**src/core/dlp_map.svh**
```systemverilog
// register offsets, field positions and reset values of the line protect block
`ifndef DLP_MAP_SVH
`define DLP_MAP_SVH
`define DLP_IDX_PROTECT 8'h11
`define DLP_IDX_COUNTRY 8'h12
`define DLP_IDX_LINK 8'h13
`define DLP_ADDR_PROTECT 12'h044
`define DLP_ADDR_COUNTRY 12'h048
`define DLP_ADDR_LINK 12'h04c
`define DLP_BIT_CAL_TRIG 6
`define DLP_BIT_CAL_OFF 5
`define DLP_BIT_CAP_EN 4
`define DLP_BIT_OVL_EN 3
`define DLP_BIT_TONE_EN 2
`define DLP_BIT_RX_OVL 1
`define DLP_BIT_TONE_DET 0
`define DLP_LINK_OFFHOOK 0
`define DLP_LINK_MODE_LO 1
`define DLP_LINK_OVL_FLAG 3
`define DLP_RST_PROTECT 8'h00
`define DLP_RST_COUNTRY 8'h00
`define DLP_RST_LINK 8'h00
`define DLP_LOOP_OVERLOAD 4'hf
`define DLP_MODE_CTR21 2'h3
`endif

```
**src/core/dlp_pkg.sv**
```systemverilog
// types shared by the line protect block
package dlp_pkg;
  typedef enum logic [1:0] {
    DLP_TERM_NORMAL,
    DLP_TERM_OVERLOAD,
    DLP_TERM_BILLING
  } dlp_term_t;
endpackage : dlp_pkg

```
**src/core/dlp_line_protect.sv**
```systemverilog
// line protect and calibration control register bank with apb slave
// Overview of operation
// - writing one starts a calibration cycle
// - disable bit skips automatic calibration
// - current cap only in ctr21 mode
// - loop overload off-hook cuts termination, flags
// - billing tone rise cuts termination, stops tracking
// - otherwise termination pin tracks receive input
// - receive overload sticky, cleared by writing zero
// - country register eight rw fields reset zero
`timescale 1ns/1ns
`include "dlp_map.svh"
module dlp_line_protect
  import dlp_pkg::*;
(
  input wire logic CLK,
  input wire logic SYS_RST,
  input wire logic PSEL,
  input wire logic PENABLE,
  input wire logic PWRITE,
  input wire logic [11:0] PADDR,
  input wire logic [31:0] PWDATA,
  output logic [31:0] PRDATA,
  output logic PREADY,
  output logic PSLVERR,
  input wire logic [3:0] LOOP_SENSE_READING,
  input wire logic BILLING_TONE_DETECTED,
  input wire logic RX_BELOW_GROUND,
  output logic CAL_START,
  output logic AUTO_CAL_EN,
  output logic CURRENT_CAP_ACTIVE,
  output logic TERM_800_OHM,
  output logic HOOK_CURRENT_REDUCE,
  output logic TERM_TRACK_RX
);
  logic [7:0] protect;
  logic [7:0] country;
  logic [7:0] link;
  logic ovl_flag;
  logic cal_pulse;
  logic [3:0] loop_s1, loop_s2;
  logic tone_s1, tone_s2, tone_d;
  logic rxo_s1, rxo_s2;
  dlp_term_t term, next_term;

  // apb decode; access completes in one cycle
  wire access = PSEL && PENABLE;
  wire wr = access && PWRITE;
  wire hit_prot = PADDR == `DLP_ADDR_PROTECT;
  wire hit_ctry = PADDR == `DLP_ADDR_COUNTRY;
  wire hit_link = PADDR == `DLP_ADDR_LINK;
  wire mapped = hit_prot || hit_ctry || hit_link;
  wire wr_prot = wr && hit_prot;
  wire wr_ctry = wr && hit_ctry;
  wire wr_link = wr && hit_link;
  assign PREADY = 1'b1;
  assign PSLVERR = access && !mapped;

  // protection conditions
  wire off_hook = link[`DLP_LINK_OFFHOOK];
  wire [1:0] term_mode = link[`DLP_LINK_MODE_LO+1:`DLP_LINK_MODE_LO];
  wire ovl_en = protect[`DLP_BIT_OVL_EN];
  wire tone_en = protect[`DLP_BIT_TONE_EN];
  wire loop_over = loop_s2 == `DLP_LOOP_OVERLOAD;
  wire tone_rise = tone_s2 && !tone_d;
  wire rxo_set = rxo_s2;

  // read view: detector bit and overload flag are live state
  wire [7:0] prot_view = {1'b0, protect[6:2], protect[`DLP_BIT_RX_OVL],
                          tone_s2};
  wire [7:0] link_view = {4'h0, ovl_flag, link[2:0]};
  wire [7:0] rd_mux = hit_prot ? prot_view :
                      hit_ctry ? country :
                      hit_link ? link_view : 8'h00;

  // pin synchronisers
  always_ff @(posedge CLK or posedge SYS_RST) begin
    if (SYS_RST) begin
      loop_s1 <= 4'h0;
      loop_s2 <= 4'h0;
      tone_s1 <= 1'b0;
      tone_s2 <= 1'b0;
      tone_d <= 1'b0;
      rxo_s1 <= 1'b0;
      rxo_s2 <= 1'b0;
    end else begin
      loop_s1 <= LOOP_SENSE_READING;
      loop_s2 <= loop_s1;
      tone_s1 <= BILLING_TONE_DETECTED;
      tone_s2 <= tone_s1;
      tone_d <= tone_s2;
      rxo_s1 <= RX_BELOW_GROUND;
      rxo_s2 <= rxo_s1;
    end
  end

  // protect register; bit 7 stays zero, overload set beats software clear
  always_ff @(posedge CLK or posedge SYS_RST) begin
    if (SYS_RST) begin
      protect <= `DLP_RST_PROTECT;
    end else begin
      if (wr_prot) begin
        protect[6:2] <= PWDATA[6:2];
      end
      if (rxo_set) begin
        protect[`DLP_BIT_RX_OVL] <= 1'b1;
      end else if (wr_prot && !PWDATA[`DLP_BIT_RX_OVL]) begin
        protect[`DLP_BIT_RX_OVL] <= 1'b0;
      end
    end
  end

  // country register, plain storage
  always_ff @(posedge CLK or posedge SYS_RST) begin
    if (SYS_RST) begin
      country <= `DLP_RST_COUNTRY;
    end else if (wr_ctry) begin
      country <= PWDATA[7:0];
    end
  end

  // link register: hook state and termination mode
  always_ff @(posedge CLK or posedge SYS_RST) begin
    if (SYS_RST) begin
      link <= `DLP_RST_LINK;
    end else if (wr_link) begin
      link <= {5'h00, PWDATA[2:0]};
    end
  end

  // calibration start pulse on a write of one
  always_ff @(posedge CLK or posedge SYS_RST) begin
    if (SYS_RST) begin
      cal_pulse <= 1'b0;
    end else begin
      cal_pulse <= wr_prot && PWDATA[`DLP_BIT_CAL_TRIG];
    end
  end

  // termination state machine
  always_comb begin
    next_term = term;
    case (term)
      DLP_TERM_NORMAL: begin
        if (off_hook && ovl_en && loop_over) begin
          next_term = DLP_TERM_OVERLOAD;
        end else if (off_hook && tone_en && tone_rise) begin
          next_term = DLP_TERM_BILLING;
        end
      end
      DLP_TERM_OVERLOAD: begin
        if (!ovl_en || !off_hook) begin
          next_term = DLP_TERM_NORMAL;
        end
      end
      DLP_TERM_BILLING: begin
        if (!tone_en || !off_hook) begin
          next_term = DLP_TERM_NORMAL;
        end
      end
      default: next_term = DLP_TERM_NORMAL;
    endcase
  end

  always_ff @(posedge CLK or posedge SYS_RST) begin
    if (SYS_RST) begin
      term <= DLP_TERM_NORMAL;
    end else begin
      term <= next_term;
    end
  end

  // overload detected flag, cleared when overload protection is disabled
  always_ff @(posedge CLK or posedge SYS_RST) begin
    if (SYS_RST) begin
      ovl_flag <= 1'b0;
    end else if (next_term == DLP_TERM_OVERLOAD) begin
      ovl_flag <= 1'b1;
    end else if (!ovl_en) begin
      ovl_flag <= 1'b0;
    end
  end

  // registered outputs
  always_ff @(posedge CLK or posedge SYS_RST) begin
    if (SYS_RST) begin
      PRDATA <= 32'h0000_0000;
      AUTO_CAL_EN <= 1'b1;
      CURRENT_CAP_ACTIVE <= 1'b0;
      TERM_800_OHM <= 1'b0;
      HOOK_CURRENT_REDUCE <= 1'b0;
      TERM_TRACK_RX <= 1'b1;
    end else begin
      if (PSEL && !PENABLE && !PWRITE) begin
        PRDATA <= {24'h00_0000, rd_mux};
      end
      AUTO_CAL_EN <= !protect[`DLP_BIT_CAL_OFF];
      CURRENT_CAP_ACTIVE <= protect[`DLP_BIT_CAP_EN] &&
        (term_mode == `DLP_MODE_CTR21);
      TERM_800_OHM <= next_term != DLP_TERM_NORMAL;
      HOOK_CURRENT_REDUCE <= next_term == DLP_TERM_OVERLOAD;
      TERM_TRACK_RX <= next_term != DLP_TERM_BILLING;
    end
  end
  assign CAL_START = cal_pulse;

  a_cal_start: assert property (
    @(posedge CLK) disable iff (SYS_RST)
    (wr_prot && PWDATA[`DLP_BIT_CAL_TRIG]) |=> CAL_START)
    else $error("calibration not started");
  a_auto_cal: assert property (
    @(posedge CLK) disable iff (SYS_RST)
    $past(protect[`DLP_BIT_CAL_OFF]) |-> !AUTO_CAL_EN)
    else $error("auto calibration not skipped");
  a_cap_mode: assert property (
    @(posedge CLK) disable iff (SYS_RST)
    CURRENT_CAP_ACTIVE |-> $past(term_mode) == `DLP_MODE_CTR21)
    else $error("current cap outside ctr21");
  a_overload_cut: assert property (
    @(posedge CLK) disable iff (SYS_RST)
    (term == DLP_TERM_NORMAL && off_hook && ovl_en && loop_over)
    |=> TERM_800_OHM && HOOK_CURRENT_REDUCE && ovl_flag)
    else $error("overload not handled");
  a_billing_cut: assert property (
    @(posedge CLK) disable iff (SYS_RST)
    (term == DLP_TERM_NORMAL && off_hook && tone_en && tone_rise &&
     !loop_over) |=> TERM_800_OHM && !TERM_TRACK_RX)
    else $error("billing tone not handled");
  a_term_track: assert property (
    @(posedge CLK) disable iff (SYS_RST)
    (term != DLP_TERM_BILLING) |-> TERM_TRACK_RX)
    else $error("termination pin not tracking");
  a_rxo_sticky: assert property (
    @(posedge CLK) disable iff (SYS_RST)
    (protect[`DLP_BIT_RX_OVL] && !wr_prot) |=> protect[`DLP_BIT_RX_OVL])
    else $error("receive overload lost");
  a_rxo_set: assert property (
    @(posedge CLK) disable iff (SYS_RST)
    rxo_s2 |=> protect[`DLP_BIT_RX_OVL])
    else $error("receive overload not set");
  a_country_wr: assert property (
    @(posedge CLK) disable iff (SYS_RST)
    wr_ctry |=> country == $past(PWDATA[7:0]))
    else $error("country register not written");
endmodule : dlp_line_protect

```
**config.mk**
```make
export PLATFORM = sky130hd
export DESIGN_NAME = dlp_line_protect
export DESIGN_NICKNAME = d
export VERILOG_FILES = /design/src/core/dlp_pkg.sv /design/src/core/dlp_line_protect.sv
export VERILOG_INCLUDE_DIRS = /design/src /design/src/core
export SDC_FILE = /design/constraint.sdc
export NUM_CORES = 1
export LEC_CHECK = 0
export BUFFER_PORTS_ARGS = -buffer_cell sky130_fd_sc_hd__buf_2
export CAP_MARGIN = 20
export CORE_ASPECT_RATIO = 0.75
export CORE_MARGIN = 2
export CORE_UTILIZATION = 31
export DETAILED_ROUTE_END_ITERATION = 10
export HOLD_SLACK_MARGIN = 0.06
export REMOVE_ABC_BUFFERS = 1
export SLEW_MARGIN = 20
export SYNTH_ARGS = -nofsm -noshare
export SYNTH_HDL_FRONTEND = slang
export SYNTH_SLANG_ARGS = --single-unit
```
**constraint.sdc**
```tcl
create_clock -name CLK -period 2.1 [get_ports CLK]
set_clock_uncertainty 0.2 [all_clocks]
set_input_delay 0.42 -clock CLK [delete_from_list [all_inputs] [get_ports CLK]]
set_output_delay 0.42 -clock CLK [all_outputs]
set_load 0.03 [all_outputs]
```
==> flow_summary.yaml <==
run_status:
  status: "finished clean"
yosys:
  synth_area_per_cell_um2: 12.59
  synth_seq_cells: 47
  synth.distinct_cells: 39
  synth_area_um2: 2102
  yosysMostFrequentCell: "dfrtp_1"
  synth_common_cells: "45 x dfrtp_1, 25 x buf_4, 12 x mux2_2"
  synthArstFlopShare_pct: 100.0
  syn_inst: 167
  synthFlopType: "dfrtp_1"
  ys_top_cells_by_area: "dfrtp_1 54%, buf_4 8.9%, mux2_2 6.4%"
  synth-edff-count: 0
  ys_seq_area_share_pct: 56.07
  yosysWarnings: 0
  synth_top_area_share_pct: 53.57
  yosys.area.top_type: "dfrtp_1"
clock_network:
  cts-buffers-inserted: 5
  cts_buffer_depth: 2
  path_clk_slew_ps: 90
  clk_latency_ps: 300
  cts_tree: "done"
  cts_root_buffer: "clkbuf_8"
  post_cts_buffers: 0
  clock_sinks: 47
  ctsHtreeMaxLevel: 2
drt:
  viasPerCell: 4.481
  ant_nets: 0
  post-route-drc-count: 0
  vias: 1434
  first_pass_iters: 4
  avgRoutedWirePerCell_um: 12.95
  wl_um: 4144
  drtIter0Drc: 77
floorplan:
  pin_count: 95
  fp.dieH_um: 75.31
  die_area_um2: 7462
  rows: 25
  core_um2: 6444
  fp.dieW_um: 99.09
  initial_core_util_pct: 32.62
power:
  power.total_mw: 1.770
  power_density_nw_per_um2: 655.5
  leakage_nw: 1.372
  vdd_drop_max_mv: 0.2948
sta:
  fin_crit_sh_pct: 99.01
  rsz0062_at_grt: "true"
  period_minus_slack_ps: 2079
  setup_slack_ps: 20.82
  hold_viol: 0
  whs_ps: 139.5
  slew_viol_final: 0
  fmax_ghz: 0.4810
  finalSetupViolations: 0
place:
  place.gp.congestion: 0.8066
  io_buffers: 45
  post-dp-hpwl_um: 3165
  place_ws_ps: -331.1
critical_path:
  cp_max_fo: 4
  rrSetupSlack_ps: 690
  worstReg2RegEnd: "PRDATA[0]"
  rr_worst_depth: 3
  criticalPathCategory: "input pin to flip-flop"
  arrival_ps: 2070
  crit_path_end_kind: "flip-flop"
  crit_path_start_kind: "input pin"
  worstReg2RegStart: "tone_s2"
  required_ps: 2090
global_route:
  grt_pass1_wl_um: 6617
  overflow: 0
  antenna_found_initial: 0
  grt_max_degree: 27
  grt_pass1_vias: 1363
  grt_use_total_pct: 11.72
layout:
  nFillCells: 619
  fin_nets: 293
  synthToLayoutAreaGrowth_pct: 28.45
  post-route-util_pct: 41.90
  layout-drive-gt1-share_pct: 44.35
  insertedDiodeCount: 0
job:
  cap_violations: 0
hold_path:
  min_path_cells: 2
  holdCritStartpoint: "PWDATA[7]"
  hp-class: "input pin to flip-flop"
  hold-path-endpoint: "country[7]"
[timing repair]
item / CTS / global route
hold buffers: 7 / 0
resized for setup: 8 / 4
endpoints found under the setup margin: 4 / 13
pin swaps: 0 / 4
gates cloned: 0 / 0
endpoints found under the hold margin: 26 / 0
[through the flow]
stage | instances | setup TNS [ps] | area, um2
floorplan | 160 | -2523 | 1973
global placement | 305 | -4956 | 2455
detailed placement | 305 | -5070 | 2455
CTS | 320 | -4.257 | 2679
global route | 320 | -35.10 | 2700
finish | 320 | 0 | 2700
[routing by layer]
metal | global-route usage [%] | vias up | routed length (um)
li1 | - | 686 | -
met1 | 16.00 | 690 | 2011
met2 | 17.57 | 49 | 1781
met3 | 3.578 | 9 | 274
met4 | 5.023 | 0 | 76
met5 | 0 | - | 0
[worst max path at each step]
stage	from	end	slack (ps)	cells after the start
floorplan	PADDR[9]	country[0]	-290	3
global placement	PADDR[9]	country[2]	-320	5
detailed placement	PADDR[9]	country[3]	-330	5
CTS	PADDR[5]	PSLVERR	-4	6
global route	PADDR[9]	PSLVERR	-40	5
finish	PADDR[5]	country[2]	20	5
[placed cells by master (no fill, tap or decap), types with 2 or more instances in the layout]
cell type / synthesis / routed
dfrtp_1: 45 / 45
buf_2: 1 / 44
conb_1: 2 / 25
buf_4: 25 / 16
mux2_2: 12 / 12
nand2_1: 9 / 9
mux2_4: 8 / 8
a22oi_1: 7 / 7
dlygate4sd3_1: 0 / 7
nor2_1: 5 / 5
o21ai_0: 5 / 5
clkbuf_8: 0 / 5
or3_1: 4 / 4
nand3_1: 4 / 3
nor2b_1: 3 / 3
o31ai_1: 3 / 3
buf_6: 1 / 3
dfstp_2: 2 / 2
or4_4: 1 / 2
or4b_4: 1 / 2
nor4_4: 1 / 2
nand4_1: 2 / 2
inv_1: 3 / 2
a211oi_1: 2 / 2
o21bai_1: 2 / 2
[registers in the layout (all words and copies together), names as in the netlist, 2 cells and up]
signal / count
PRDATA: 8
country: 8
link: 3
loop_s1: 4
loop_s2: 4
prot_view: 5
term: 2
[final cells by class]
cell class / count / area, um2 / share of cell area (%)
multi-input combinational: 110 / 832.0 / 30.82
timing repair buffer: 71 / 464.2 / 17.19
sequential: 47 / 1179 / 43.65
clock inverter: 3 / 43.79 / 1.622
tap: 81 / 101.3 / 3.753
clock buffer: 5 / 68.82 / 2.549
inverter: 3 / 11.26 / 0.4171
[logic make-up (layout without fill, tap and decap cells)]
family,count (synthesis),after routing,share of synthesized area (%)
muxes,20,20,12.14
DFF,47,47,56.07
AOI/OAI and AO/OA,24,24,8.095
other,2,25,0.3573
and+or+nand+nor,41,41,12.56
buffers and inverters,33,82,10.77
[critical path, stage by stage]
cell	delay [ps]
buf_2	120
or4b_4	540
or4_4	540
buf_6	160
mux2_4	290
[report_power, final]
group	internal, mW	switching, mW
clock	0.354	0.307
sequential	0.917	0.00381
combinational	0.0615	0.126
Note: power is estimated with default switching activity, not from simulation.
